$ cat src/core/apt_regs.svh
/*
 Register offsets, field positions, reset values and trigger
 codes of the convert pair trigger control block.
 Assumes a byte-addressed register port, one word per register.
*/
`ifndef APT_REGS_SVH
`define APT_REGS_SVH

// Register byte offsets
`define APT_OFF_CTRL2  8'h00
`define APT_OFF_CTRL3  8'h04
`define APT_OFF_CTRL4  8'h08
`define APT_OFF_STAT   8'h0c
`define APT_OFF_MASK   8'h10

// Field positions inside one pair byte
`define APT_IE_BIT     7
`define APT_PEND_BIT   6
`define APT_KICK_BIT   5
`define APT_SEL_MSB    4
`define APT_SEL_LSB    0

// Byte lanes of a control register
`define APT_LO_MSB     7
`define APT_LO_LSB     0
`define APT_HI_MSB     15
`define APT_HI_LSB     8

// Reset values
`define APT_BYTE_RST   8'h00
`define APT_SEL_RST    5'h00

// Trigger select codes with special handling
`define APT_SRC_OFF    5'h00
`define APT_SRC_SOFT   5'h01
`define APT_SRC_GLOB   5'h02
`define APT_SRC_SPEC   5'h03
`define APT_SRC_PRI1   5'h04
`define APT_SRC_SEC9   5'h16
`define APT_SRC_CL8    5'h1e
`define APT_SRC_TMR2   5'h1f

// Even analog channel of each pair; odd channel is one above
`define APT_CH_P4      5'h08
`define APT_CH_P6      5'h0c
`define APT_CH_P7      5'h0e
`define APT_CH_P8      5'h10
`define APT_CH_P9      5'h12

`endif

$ cat src/core/apt_pkg.sv
/*
 Types of the convert pair trigger control block.
 Assumes nothing beyond a SystemVerilog compiler.
*/
package apt_pkg;

    // Per-pair request state, one-hot
    typedef enum logic [2:0] {
        APT_IDLE = 3'h1,  // No request outstanding
        APT_WAIT = 3'h2,  // Pending, waiting for the converter
        APT_BUSY = 3'h4   // Both channels being converted
    } apt_state_type;

endpackage

$ cat src/core/apt_trigger_ctrl.sv
/*
 Trigger selection and request logic for convert pairs 4, 6, 7,
 8 and 9, with its register port and a completion interrupt.
 Assumes trigger inputs are one-cycle pulses synchronous to clk_i,
 and a converter that raises conv_ready_i when free and pulses
 conv_done_i once both channels of the started pair are done.
*/
`timescale 1ns/1ps
`include "apt_regs.svh"

module apt_trigger_ctrl
    import apt_pkg::*;
#(
    parameter int NP = 5,   // Pairs 4, 6, 7, 8, 9
    parameter int AW = 8,   // Register address width
    parameter int DW = 16   // Register data width
) (
    input  wire logic          clk_i,
    input  wire logic          arst_n_i,
    input  wire logic [AW-1:0] addr_i,
    input  wire logic [DW-1:0] wdata_i,
    input  wire logic          wr_i,
    input  wire logic          rd_i,
    output logic      [DW-1:0] rdata_o,
    input  wire logic          glob_soft_trig_i,
    input  wire logic          pwm_special_i,
    input  wire logic          pwm_sec_special_i,
    input  wire logic [7:0]    pwm_pri_trig_i,
    input  wire logic [8:0]    pwm_sec_trig_i,
    input  wire logic [7:0]    pwm_climit_i,
    input  wire logic          tmr1_period_i,
    input  wire logic          tmr2_period_i,
    input  wire logic          conv_ready_i,
    input  wire logic          conv_done_i,
    output logic               conv_start_o,
    output logic      [4:0]    conv_chan_o,
    output logic               irq_o
);

    // Pair tables: register, byte lane, even channel
    localparam logic [AW-1:0] PAIR_OFF [NP] = '{
        `APT_OFF_CTRL2, `APT_OFF_CTRL3, `APT_OFF_CTRL3,
        `APT_OFF_CTRL4, `APT_OFF_CTRL4};
    localparam logic PAIR_HI [NP] = '{1'b0, 1'b0, 1'b1, 1'b0, 1'b1};
    localparam logic [4:0] PAIR_CH [NP] = '{
        `APT_CH_P4, `APT_CH_P6, `APT_CH_P7,
        `APT_CH_P8, `APT_CH_P9};

    // Register state
    logic          [NP-1:0] ie_q;      // Completion interrupt enables
    logic          [NP-1:0] kick_q;    // Self-clearing software kicks
    logic          [4:0]    sel_q [NP]; // Trigger selects
    logic          [NP-1:0] stat_q;    // Sticky completion status
    logic          [NP-1:0] stat_d;
    logic          [NP-1:0] mask_q;    // Interrupt mask
    logic          [NP-1:0] mask_d;
    apt_state_type          st_q [NP]; // Per-pair request state
    logic          [DW-1:0] rdata_q;
    logic                   start_q;
    logic          [4:0]    chan_q;
    logic                   irq_q;

    // Decoded and selected wires
    logic          [NP-1:0] hit_w;     // Selected trigger fired
    logic          [NP-1:0] pend_w;    // Pending flag readback
    logic          [NP-1:0] wait_w;
    logic          [NP-1:0] busy_w;
    logic          [NP-1:0] done_w;    // Completion per pair
    logic          [NP-1:0] wr_w;      // Write hits pair byte
    logic          [7:0]    wbyte_w [NP];
    logic          [7:0]    rbyte_w [NP];
    logic          [NP-1:0] gnt_w;
    logic          [4:0]    gch_w;
    logic                   free_w;
    logic                   wr_stat_w;
    logic                   wr_mask_w;
    logic          [DW-1:0] rmux_w;

    // Per-pair selection, state and register fields
    for (genvar g = 0; g < NP; g++) begin : g_pair
        logic [31:0] src_w; // Trigger sources indexed by select code

        // Code 0 is tied low so an off pair never fires
        assign src_w = {tmr2_period_i,
                        pwm_climit_i,
                        pwm_sec_trig_i,
                        pwm_sec_special_i,
                        tmr1_period_i,
                        pwm_pri_trig_i,
                        pwm_special_i,
                        glob_soft_trig_i | kick_q[g],
                        kick_q[g],
                        1'b0};
        assign hit_w[g]   = src_w[sel_q[g]];
        assign pend_w[g]  = (st_q[g] != APT_IDLE);
        assign wait_w[g]  = (st_q[g] == APT_WAIT);
        assign busy_w[g]  = (st_q[g] == APT_BUSY);
        assign done_w[g]  = busy_w[g] & conv_done_i;
        assign wr_w[g]    = wr_i & (addr_i == PAIR_OFF[g]);
        // Byte lane picked by the pair's position
        assign wbyte_w[g] = PAIR_HI[g]
                          ? wdata_i[`APT_HI_MSB:`APT_HI_LSB]
                          : wdata_i[`APT_LO_MSB:`APT_LO_LSB];
        assign rbyte_w[g] = {ie_q[g], pend_w[g], kick_q[g], sel_q[g]};

        // Request state; a second trigger while pending is dropped
        always_ff @(posedge clk_i or negedge arst_n_i) begin
            if (!arst_n_i) begin
                st_q[g] <= APT_IDLE;
            end else begin
                case (st_q[g])
                    APT_IDLE: begin
                        if (hit_w[g]) begin
                            st_q[g] <= APT_WAIT;
                        end
                    end
                    APT_WAIT: begin
                        // Held until the converter is free
                        if (gnt_w[g] && free_w) begin
                            st_q[g] <= APT_BUSY;
                        end
                    end
                    APT_BUSY: begin
                        if (conv_done_i) begin
                            st_q[g] <= APT_IDLE;
                        end
                    end
                    default: begin
                        st_q[g] <= APT_IDLE;
                    end
                endcase
            end
        end

        // Control fields; a write of one to the kick wins over clear
        always_ff @(posedge clk_i or negedge arst_n_i) begin
            if (!arst_n_i) begin
                ie_q[g]   <= 1'b0;
                kick_q[g] <= 1'b0;
                sel_q[g]  <= `APT_SEL_RST;
            end else if (wr_w[g]) begin
                ie_q[g]   <= wbyte_w[g][`APT_IE_BIT];
                kick_q[g] <= wbyte_w[g][`APT_KICK_BIT];
                sel_q[g]  <= wbyte_w[g][`APT_SEL_MSB:`APT_SEL_LSB];
            end else if (hit_w[g] && !pend_w[g]) begin
                kick_q[g] <= 1'b0;
            end
        end
    end

    // Lowest pair index wins when several wait
    always_comb begin
        gnt_w = '0;
        gch_w = '0;
        for (int i = NP - 1; i >= 0; i--) begin
            if (wait_w[i]) begin
                gnt_w    = '0;
                gnt_w[i] = 1'b1;
                gch_w    = PAIR_CH[i];
            end
        end
    end

    // Converter free only when idle and nothing just started
    assign free_w = conv_ready_i & ~(|busy_w) & ~start_q;

    // Start pulse and channel of the granted pair
    always_ff @(posedge clk_i or negedge arst_n_i) begin
        if (!arst_n_i) begin
            start_q <= 1'b0;
            chan_q  <= '0;
        end else begin
            start_q <= free_w & (|wait_w);
            if (free_w && (|wait_w)) begin
                chan_q <= gch_w;
            end
        end
    end

    // Status sets only for enabled pairs; set beats clear
    assign wr_stat_w = wr_i & (addr_i == `APT_OFF_STAT);
    assign wr_mask_w = wr_i & (addr_i == `APT_OFF_MASK);
    assign stat_d = (stat_q & ~(wdata_i[NP-1:0] & {NP{wr_stat_w}}))
                  | (done_w & ie_q);
    assign mask_d = wr_mask_w ? wdata_i[NP-1:0] : mask_q;

    // Interrupt registers and level output
    always_ff @(posedge clk_i or negedge arst_n_i) begin
        if (!arst_n_i) begin
            stat_q <= '0;
            mask_q <= '0;
            irq_q  <= 1'b0;
        end else begin
            stat_q <= stat_d;
            mask_q <= mask_d;
            irq_q  <= |(stat_d & mask_d);
        end
    end

    // Read mux; unused upper byte of the first register reads zero
    assign rmux_w =
        (addr_i == `APT_OFF_CTRL2) ? {`APT_BYTE_RST, rbyte_w[0]} :
        (addr_i == `APT_OFF_CTRL3) ? {rbyte_w[2], rbyte_w[1]} :
        (addr_i == `APT_OFF_CTRL4) ? {rbyte_w[4], rbyte_w[3]} :
        (addr_i == `APT_OFF_STAT)  ? {{(DW-NP){1'b0}}, stat_q} :
        (addr_i == `APT_OFF_MASK)  ? {{(DW-NP){1'b0}}, mask_q} :
        '0;

    // Read data valid only in the cycle after the strobe
    always_ff @(posedge clk_i or negedge arst_n_i) begin
        if (!arst_n_i) begin
            rdata_q <= '0;
        end else begin
            rdata_q <= rd_i ? rmux_w : '0;
        end
    end

    assign rdata_o      = rdata_q;
    assign conv_start_o = start_q;
    assign conv_chan_o  = chan_q;
    assign irq_o        = irq_q;

    // Checks on the pair that each bench scenario drives, and shared
    // logic; a check on an undriven pair would never be exercised
    a_off_no_start: assert property (
        @(posedge clk_i) disable iff (!arst_n_i)
        (st_q[0] == APT_IDLE && sel_q[0] == `APT_SRC_OFF)
        |=> st_q[0] == APT_IDLE)
        else $error("pair started with select off");

    a_soft_kick_req: assert property (
        @(posedge clk_i) disable iff (!arst_n_i)
        (st_q[1] == APT_IDLE && kick_q[1] &&
         (sel_q[1] == `APT_SRC_SOFT || sel_q[1] == `APT_SRC_GLOB))
        |=> st_q[1] == APT_WAIT)
        else $error("software kick did not request");

    a_special_req: assert property (
        @(posedge clk_i) disable iff (!arst_n_i)
        (st_q[0] == APT_IDLE && sel_q[0] == `APT_SRC_SPEC &&
         pwm_special_i) |=> pend_w[0])
        else $error("special event did not request");

    a_primary_req: assert property (
        @(posedge clk_i) disable iff (!arst_n_i)
        (st_q[4] == APT_IDLE && sel_q[4] == `APT_SRC_PRI1 &&
         pwm_pri_trig_i[0]) |=> pend_w[4])
        else $error("primary trigger 1 did not request");

    a_second_req: assert property (
        @(posedge clk_i) disable iff (!arst_n_i)
        (st_q[2] == APT_IDLE && sel_q[2] == `APT_SRC_SEC9 &&
         pwm_sec_trig_i[8]) |=> pend_w[2])
        else $error("secondary trigger 9 did not request");

    a_climit_req: assert property (
        @(posedge clk_i) disable iff (!arst_n_i)
        (st_q[0] == APT_IDLE && sel_q[0] == `APT_SRC_CL8 &&
         pwm_climit_i[7]) |=> pend_w[0])
        else $error("current-limit 8 did not request");

    a_timer_req: assert property (
        @(posedge clk_i) disable iff (!arst_n_i)
        (st_q[1] == APT_IDLE && sel_q[1] == `APT_SRC_TMR2 &&
         tmr2_period_i) |=> pend_w[1])
        else $error("timer 2 match did not request");

    a_kick_clears: assert property (
        @(posedge clk_i) disable iff (!arst_n_i)
        ($rose(pend_w[1]) && !$past(wr_w[1])) |-> !kick_q[1])
        else $error("kick bit still set with pending");

    a_done_clears: assert property (
        @(posedge clk_i) disable iff (!arst_n_i)
        (busy_w[0] && conv_done_i) |=> !pend_w[0])
        else $error("pending not cleared on completion");

    a_wait_held: assert property (
        @(posedge clk_i) disable iff (!arst_n_i)
        (wait_w[0] && !conv_ready_i) |=> wait_w[0] && !busy_w[0])
        else $error("request lost while converter busy");

    a_done_irq: assert property (
        @(posedge clk_i) disable iff (!arst_n_i)
        (done_w[0] && ie_q[0] && mask_q[0] && !wr_mask_w)
        |=> stat_q[0] ##1 irq_o)
        else $error("enabled completion raised no interrupt");

    a_no_irq_dis: assert property (
        @(posedge clk_i) disable iff (!arst_n_i)
        (done_w[4] && !ie_q[4] && !stat_q[4]) |=> !stat_q[4])
        else $error("disabled completion set status");

    a_start_chan: assert property (
        @(posedge clk_i) disable iff (!arst_n_i)
        (free_w && wait_w[0]) |=> conv_start_o &&
        conv_chan_o == `APT_CH_P4 ##1 busy_w[0])
        else $error("pair 4 started on wrong channel");

    a_wait_no_drop: assert property (
        @(posedge clk_i) disable iff (!arst_n_i)
        wait_w[0] |=> pend_w[0])
        else $error("waiting request dropped before start");

    a_one_busy: assert property (
        @(posedge clk_i) disable iff (!arst_n_i)
        $onehot0(busy_w))
        else $error("two pairs converting at once");

    a_start_free: assert property (
        @(posedge clk_i) disable iff (!arst_n_i)
        conv_start_o |-> $past(conv_ready_i))
        else $error("start issued while converter not ready");

    a_chan_pair9: assert property (
        @(posedge clk_i) disable iff (!arst_n_i)
        (free_w && wait_w[4] && !(|wait_w[3:0]))
        |=> conv_chan_o == `APT_CH_P9)
        else $error("pair 9 started on wrong channel");

    a_off_pair9: assert property (
        @(posedge clk_i) disable iff (!arst_n_i)
        (st_q[4] == APT_IDLE && sel_q[4] == `APT_SRC_OFF)
        |=> st_q[4] == APT_IDLE)
        else $error("pair 9 started with select off");

endmodule

$ cat config.mk
export PLATFORM = sky130hd
export DESIGN_NAME = apt_trigger_ctrl
export DESIGN_NICKNAME = d
export VERILOG_FILES = /design/src/core/apt_pkg.sv /design/src/core/apt_trigger_ctrl.sv
export VERILOG_INCLUDE_DIRS = /design/src /design/src/core
export SDC_FILE = /design/constraint.sdc
export NUM_CORES = 1
export LEC_CHECK = 0
export BUFFER_PORTS_ARGS = -buffer_cell sky130_fd_sc_hd__buf_2
export CAP_MARGIN = 40
export CORE_UTILIZATION = 30
export DETAILED_ROUTE_END_ITERATION = 6
export RECOVER_POWER = 25
export SLEW_MARGIN = 20
export SYNTH_ARGS = -nofsm -noshare
export SYNTH_HDL_FRONTEND = slang
export SYNTH_SLANG_ARGS = --single-unit
$ cat constraint.sdc
create_clock -name clk_i -period 6.3 [get_ports clk_i]
set_input_delay 0.945 -clock clk_i [delete_from_list [all_inputs] [get_ports clk_i]]
set_output_delay 0.945 -clock clk_i [all_outputs]
set_load 0.1 [all_outputs]
== After elaboration in Yosys (flattened, before gate mapping) ==
Cells that the tools add are included.
Storage, ports and cells
  input bits: 60
  register bits after elaboration: 83
  output and inout bits: 23
  word-level logic and storage cells: 179
Cells by class
  order comparisons: 5
  mux-type cells: 53
  bitwise operators: 26
  reductions and logical operators: 30
  equal/unequal tests: 39
Operators by type and width (count)
  5-bit 2-to-1 mux: 13
  16-bit 2-to-1 mux: 4
  3-bit one-hot mux with 3 select lines: 5
  3-bit 2-to-1 mux: 11
  5-bit by 6-bit less-than comparator with 1-bit output, second input constant: 5
  1-bit binary-select mux with 5-bit select: 5
  5-bit bitwise AND: 4
  2-bit != test, second input constant: 10
  8-bit by 4-bit equality test with 1-bit output, second input constant: 2
  3-bit by 1-bit equality test with 1-bit output, second input constant: 5
  3-bit by 2-bit equality test with 1-bit output, second input constant: 5
  3-bit equality test, second input constant: 5
  1-bit 2-to-1 mux: 15
  3-bit by 1-bit != test with 1-bit output, second input constant: 5
  3-bit AND reduction: 5
  5-bit OR reduction: 3
  1-bit bitwise AND: 13
  1-bit logical AND: 11
  2-bit by 1-bit != test with 1-bit output, second input constant: 5
  2-bit nonzero test: 5
  8-bit by 3-bit equality test with 1-bit output, second input constant: 1
  8-bit by 5-bit equality test with 1-bit output, second input constant: 1
  8-bit logical NOT: 1
  1-bit logical NOT: 5
  other kinds (4): 9

== Logic depth before layout (Yosys ltp) ==
  word-level depth: 9
  gate-level depth with buffers: 8
  mapped depth without buffers: 6

== Worst setup path before layout ==
OpenSTA, ideal clock, no wires.
  path type: input -> register
  start: in addr_i[5]
  end: reg sel_q, in the netlist rbyte_w[0]
  stages on the path: 6
  buffers on the path: 2
  setup slack: 3507 ps
  data required time: 6175 ps
  arrival time: 2668 ps
  setup time: 125 ps
  cells stage by stage: or3_4 -> or4_4 -> buf_6 -> nor3_4 -> buf_8 -> mux2_4
Between the ends
  cells in the longest elaborated chain, start to end: 2
Ends and longest elaborated chain
  start: declaration: RTL line apt_trigger_ctrl.sv:20  | input wire logic [AW-1:0] addr_i,
  8-bit by 4-bit equality test with 1-bit output: RTL line apt_trigger_ctrl.sv:99  | assign wr_w[g] = wr_i & (addr_i == PAIR_OFF[g]);
  1-bit bitwise AND: RTL line apt_trigger_ctrl.sv:99
  end signal: indexed assignment: RTL line apt_trigger_ctrl.sv:140  | sel_q[g] <= `APT_SEL_RST;
  end signal: indexed assignment: RTL line apt_trigger_ctrl.sv:144  | sel_q[g] <= wbyte_w[g][`APT_SEL_MSB:`APT_SEL_LSB];
  end: declaration: RTL line apt_trigger_ctrl.sv:52  | logic [4:0] sel_q [NP];
No other way between the ends.
A chain may end at the register's enable or synchronous reset.

== Final worst setup path ==
  start: in addr_i[2]
  end: reg sel_q, in the netlist rbyte_w[27]
Between the ends
  cells in the longest elaborated chain, start to end: 2
Ends and longest elaborated chain (RTL line)
  8-bit by 3-bit equality test with 1-bit output: apt_trigger_ctrl.sv:99
  1-bit bitwise AND: apt_trigger_ctrl.sv:99
No other way between the ends.

==> impl_summary.log <==
[metrics] setup bufs post-CTS: 0
[metrics] critical path startpoint category: primary input
[metrics] Lkg Pwr: 2.45 nW
[metrics] Critical R2R Launch: st_q[3]$_DFFE_PN1P_
[metrics] switching part of the total: 0.323
[metrics] Pint: 0.969 mW
[metrics] depth of the CTS H-tree: 3
[metrics] Clock Sink Count: 82
[metrics] clock transition at the registers of the reported paths: 0.06 ns
[metrics] violated checks: max-capacitance violations, max-slew violations
[metrics] Reg2Reg Setup Slack: 3.96 ns
[metrics] CP max FO: 16
[metrics] final sum of negative setup slack: 0 ns
[metrics] detailed-route wire length: 14400 um
[metrics] floorplan row count: 46
[metrics] power density of the placed cells: 244 nW/um^2
[metrics] Placeable Area: 16100 sq um
[metrics] die area: 17300 sq um
[metrics] number of resized instances in the post-cts repair step: 0
[metrics] leading cell types by count after synthesis: dfrtp_1, mux2_2, nand2_1, nor2_1, mux4_2
[metrics] critical path endpoint: rbyte_w[27]$_DFFE_PN0P_
[metrics] endpoints failing hold: 0
[metrics] clock skew after layout: 0.00641 ns
[metrics] actual slew at the worst max-slew pin: 2.14 ns
[metrics] count of unresolved DRC violations after routing: 0
[metrics] Final period util: 0.438
[metrics] largest cells by area after synthesis: dfrtp_1, mux4_2, mux2_2
[metrics] Rel. slew slack: -0.426
[metrics] Psw: 0.462 mW
[metrics] post-layout worst setup margin: 3.54 ns
[metrics] DRC violation total after the first TritonRoute iteration: 221
[metrics] library cell with the highest instance count after synthesis: dfrtp_1
[metrics] cell area after technology mapping: 5030 sq um
[metrics] number of primary I/O pins: 83
[metrics] vias per std cell: 5.52
[metrics] global-route wire length before repair: 23300 um
[metrics] Clk Tree Root Cell: clkbuf_16
[metrics] Syn Nets: 509
[metrics] sequential fraction of the synthesis area: 0.409
[metrics] Pre-antenna DRT Iters: 4
[metrics] share of power burned in registers: 0.433
[metrics] proportion of power drawn by the clock network: 0.344
[metrics] crit path launch: addr_i[2]
[metrics] Non-Filler Instances: 733
[metrics] RSZ-0062 raised after global routing: false
[metrics] clock network latency to the later pin of the worst-skew pair: 0.35 ns
[metrics] CTS Hold Bufs: 0
[metrics] nets@finish: 573
[metrics] die width: 131 um
[metrics] Num CTS Buffers: 9
[metrics] final global-route overflow total: 0
[metrics] Final ANT Viol Nets: 0
[metrics] element type at the critical path end: flip-flop
[metrics] Slew Viols, Final: 38
[metrics] initial standard-cell utilization of the core: 0.312
[metrics] post-synth top area share: 0.383
[metrics] number of warning messages in the yosys log: 0
[metrics] vias: 4044
[metrics] all-layer global routing usage: 0.176
[metrics] vertical extent of the die: 131 um
[metrics] upper clock frequency limit: 362 MHz
[metrics] mean routed wirelength per cell: 19.7 um
[metrics] weighted congestion at the end of routability-driven global placement: 0.857
[metrics] arrival time at the worst endpoint: 3.00 ns
[metrics] count of antenna diodes in the layout: 0
[metrics] Bufs on Longest Clock Path: 2
[metrics] count of buffers inserted at the top-level ports: 79
[metrics] worst endpoint required time: 6.54 ns
[metrics] number of flops mapped to enable cells by yosys: 0
[metrics] number of global-route vias before repair: 4270
[metrics] register bit count reported by yosys: 82
[metrics] WS Path Type: primary input to flip-flop
[metrics] number of antenna violations at the first check in global routing: 0
[metrics] capture point of the worst reg-to-reg path: st_q[1]$_DFFE_PN0P_
[metrics] Comb power frac: 0.223
[metrics] proportion of layout cells with a drive suffix above 1: 0.352
[metrics] cell count of the worst reg-to-reg path: 6
[metrics] Max IR drop VDD: 145 uV
[metrics] dpl cells: 717
[metrics] Mapped Avg Cell Area: 11.2 sq um
[metrics] shortest period the worst path allows: 2.76 ns
[metrics] async set-or-reset flop fraction in the synthesized netlist: 1.00
[metrics] Final Setup Violations: 0
[metrics] largest net degree at the start of global routing: 46
[metrics] outcome: finished, violations left
[metrics] post-synthesis cell type with the largest combined area: dfrtp_1
[metrics] clock tree from TritonCTS: built
[metrics] instance count of the mapped netlist: 449
[metrics] worst setup slack after placement: 3.19 ns
[metrics] main flop type after synthesis: dfrtp_1
[metrics] max cap viols: 1
[metrics] final HPWL from detailed placement: 10800 um
[metrics] growth of design area from synthesis to finish: 16.6%
[metrics] Worst Hold Class: flip-flop to flip-flop
[metrics] post-synthesis cell type count: 60
## worst min-delay path by stage
| stage | start | end | cells after the start |
|---|---|---|---|
| after global placement | conv_chan_o[4]$_DFFE_PN0P_ | conv_chan_o[4]$_DFFE_PN0P_ | 1 |
| after global routing | conv_chan_o[4]$_DFFE_PN0P_ | conv_chan_o[4]$_DFFE_PN0P_ | 1 |
| after detailed placement | conv_chan_o[4]$_DFFE_PN0P_ | conv_chan_o[4]$_DFFE_PN0P_ | 1 |
| after floorplan | st_q[12]$_DFFE_PN1P_ | st_q[12]$_DFFE_PN1P_ | 2 |
| final | conv_chan_o[4]$_DFFE_PN0P_ | conv_chan_o[4]$_DFFE_PN0P_ | 1 |
| after CTS | conv_chan_o[4]$_DFFE_PN0P_ | conv_chan_o[4]$_DFFE_PN0P_ | 1 |
## critical path, stage by stage
cell	delay [ns]
buf_2	0.28
or4b_1	0.52
nor2_1	0.36
nand3_2	0.45
mux2_2	0.43
## through the flow
| step | power, mW | hold slack (ns) | utilization | cell area (sq um) |
|---|---|---|---|---|
| after floorplan | 0.842 | 0.476 | - | 5030 |
| after global placement | 0.936 | 0.480 | 0.345 | 5550 |
| after detailed placement | 0.947 | 0.481 | 0.347 | 5590 |
| after CTS | 1.45 | 0.494 | 0.364 | 5860 |
| after global routing | 1.50 | 0.515 | 0.364 | 5860 |
| final | 1.43 | 0.492 | 0.364 | 5860 |
## power by group through the flow
stage,logic [mW],clock network [mW],registers [mW]
global route,0.342,0.527,0.626
floorplan,0.159,0,0.683
detailed placement,0.319,0,0.629
finish,0.318,0.493,0.620
global placement,0.311,0,0.625
CTS,0.320,0.508,0.619
## layer usage
metal / up-vias / wire (um) / track usage
met5: - / 0 / 0
met4: 0 / 527 / 0.0885
met3: 36 / 715 / 0.0451
met2: 134 / 6640 / 0.270
met1: 2025 / 6550 / 0.229
li1: 1849 / - / -
## state kept, by name, indices dropped and copies added (netlist names)
name          flops
conv_chan_o       4
conv_start_o      1
irq_o             1
g_pair.src_w      5
ie_q              5
stat_q            5
mask_q            5
rbyte_w          25
st_q             15
rdata_o          16
## area by class of cell
class / count / area (sq um)
Clock buffer: 13 / 260
Fill cell: 1620 / 10300
Multi-Input combinational cell: 328 / 2790
Tap cell: 216 / 270
Inverter: 10 / 37.5
Sequential cell: 82 / 2060
Timing Repair Buffer: 82 / 437
Clock inverter: 2 / 12.5
## kinds of logic after synthesis
group                  after synthesis  share of synthesized area
AND/OR/NAND/NOR                    136                      0.146
AO/OA/AOI/OAI                       97                      0.136
multiplexers                        94                      0.273
flip-flops                          82                      0.409
buffers and inverters               39                     0.0358
other                                1                   0.000746
## cells in the final DEF (no fill, tap or decap), types with 3 or more instances in the layout
master and count:
buf_2 78, dfrtp_1 77, nor2_1 36, nand2_1 36, mux2_2 36, mux4_2 28
mux2i_1 23, o21ai_0 18, a21oi_1 12, inv_1 10, a31oi_1 10, nand2b_1 10
clkbuf_16 9, a22oi_1 8, nand3b_1 8, mux2_4 7, a311oi_1 6, nor3b_1 6
o41ai_1 5, a32o_1 5, nand3_1 5, o22ai_1 5, dfstp_2 5, nor2b_1 4
nor3_1 4, or3b_2 4, a22o_1 4, o21a_1 4, a21o_1 3, o21bai_1 3
o221ai_1 3, clkbuf_1 3
Note: power is estimated with default switching activity, not from simulation.
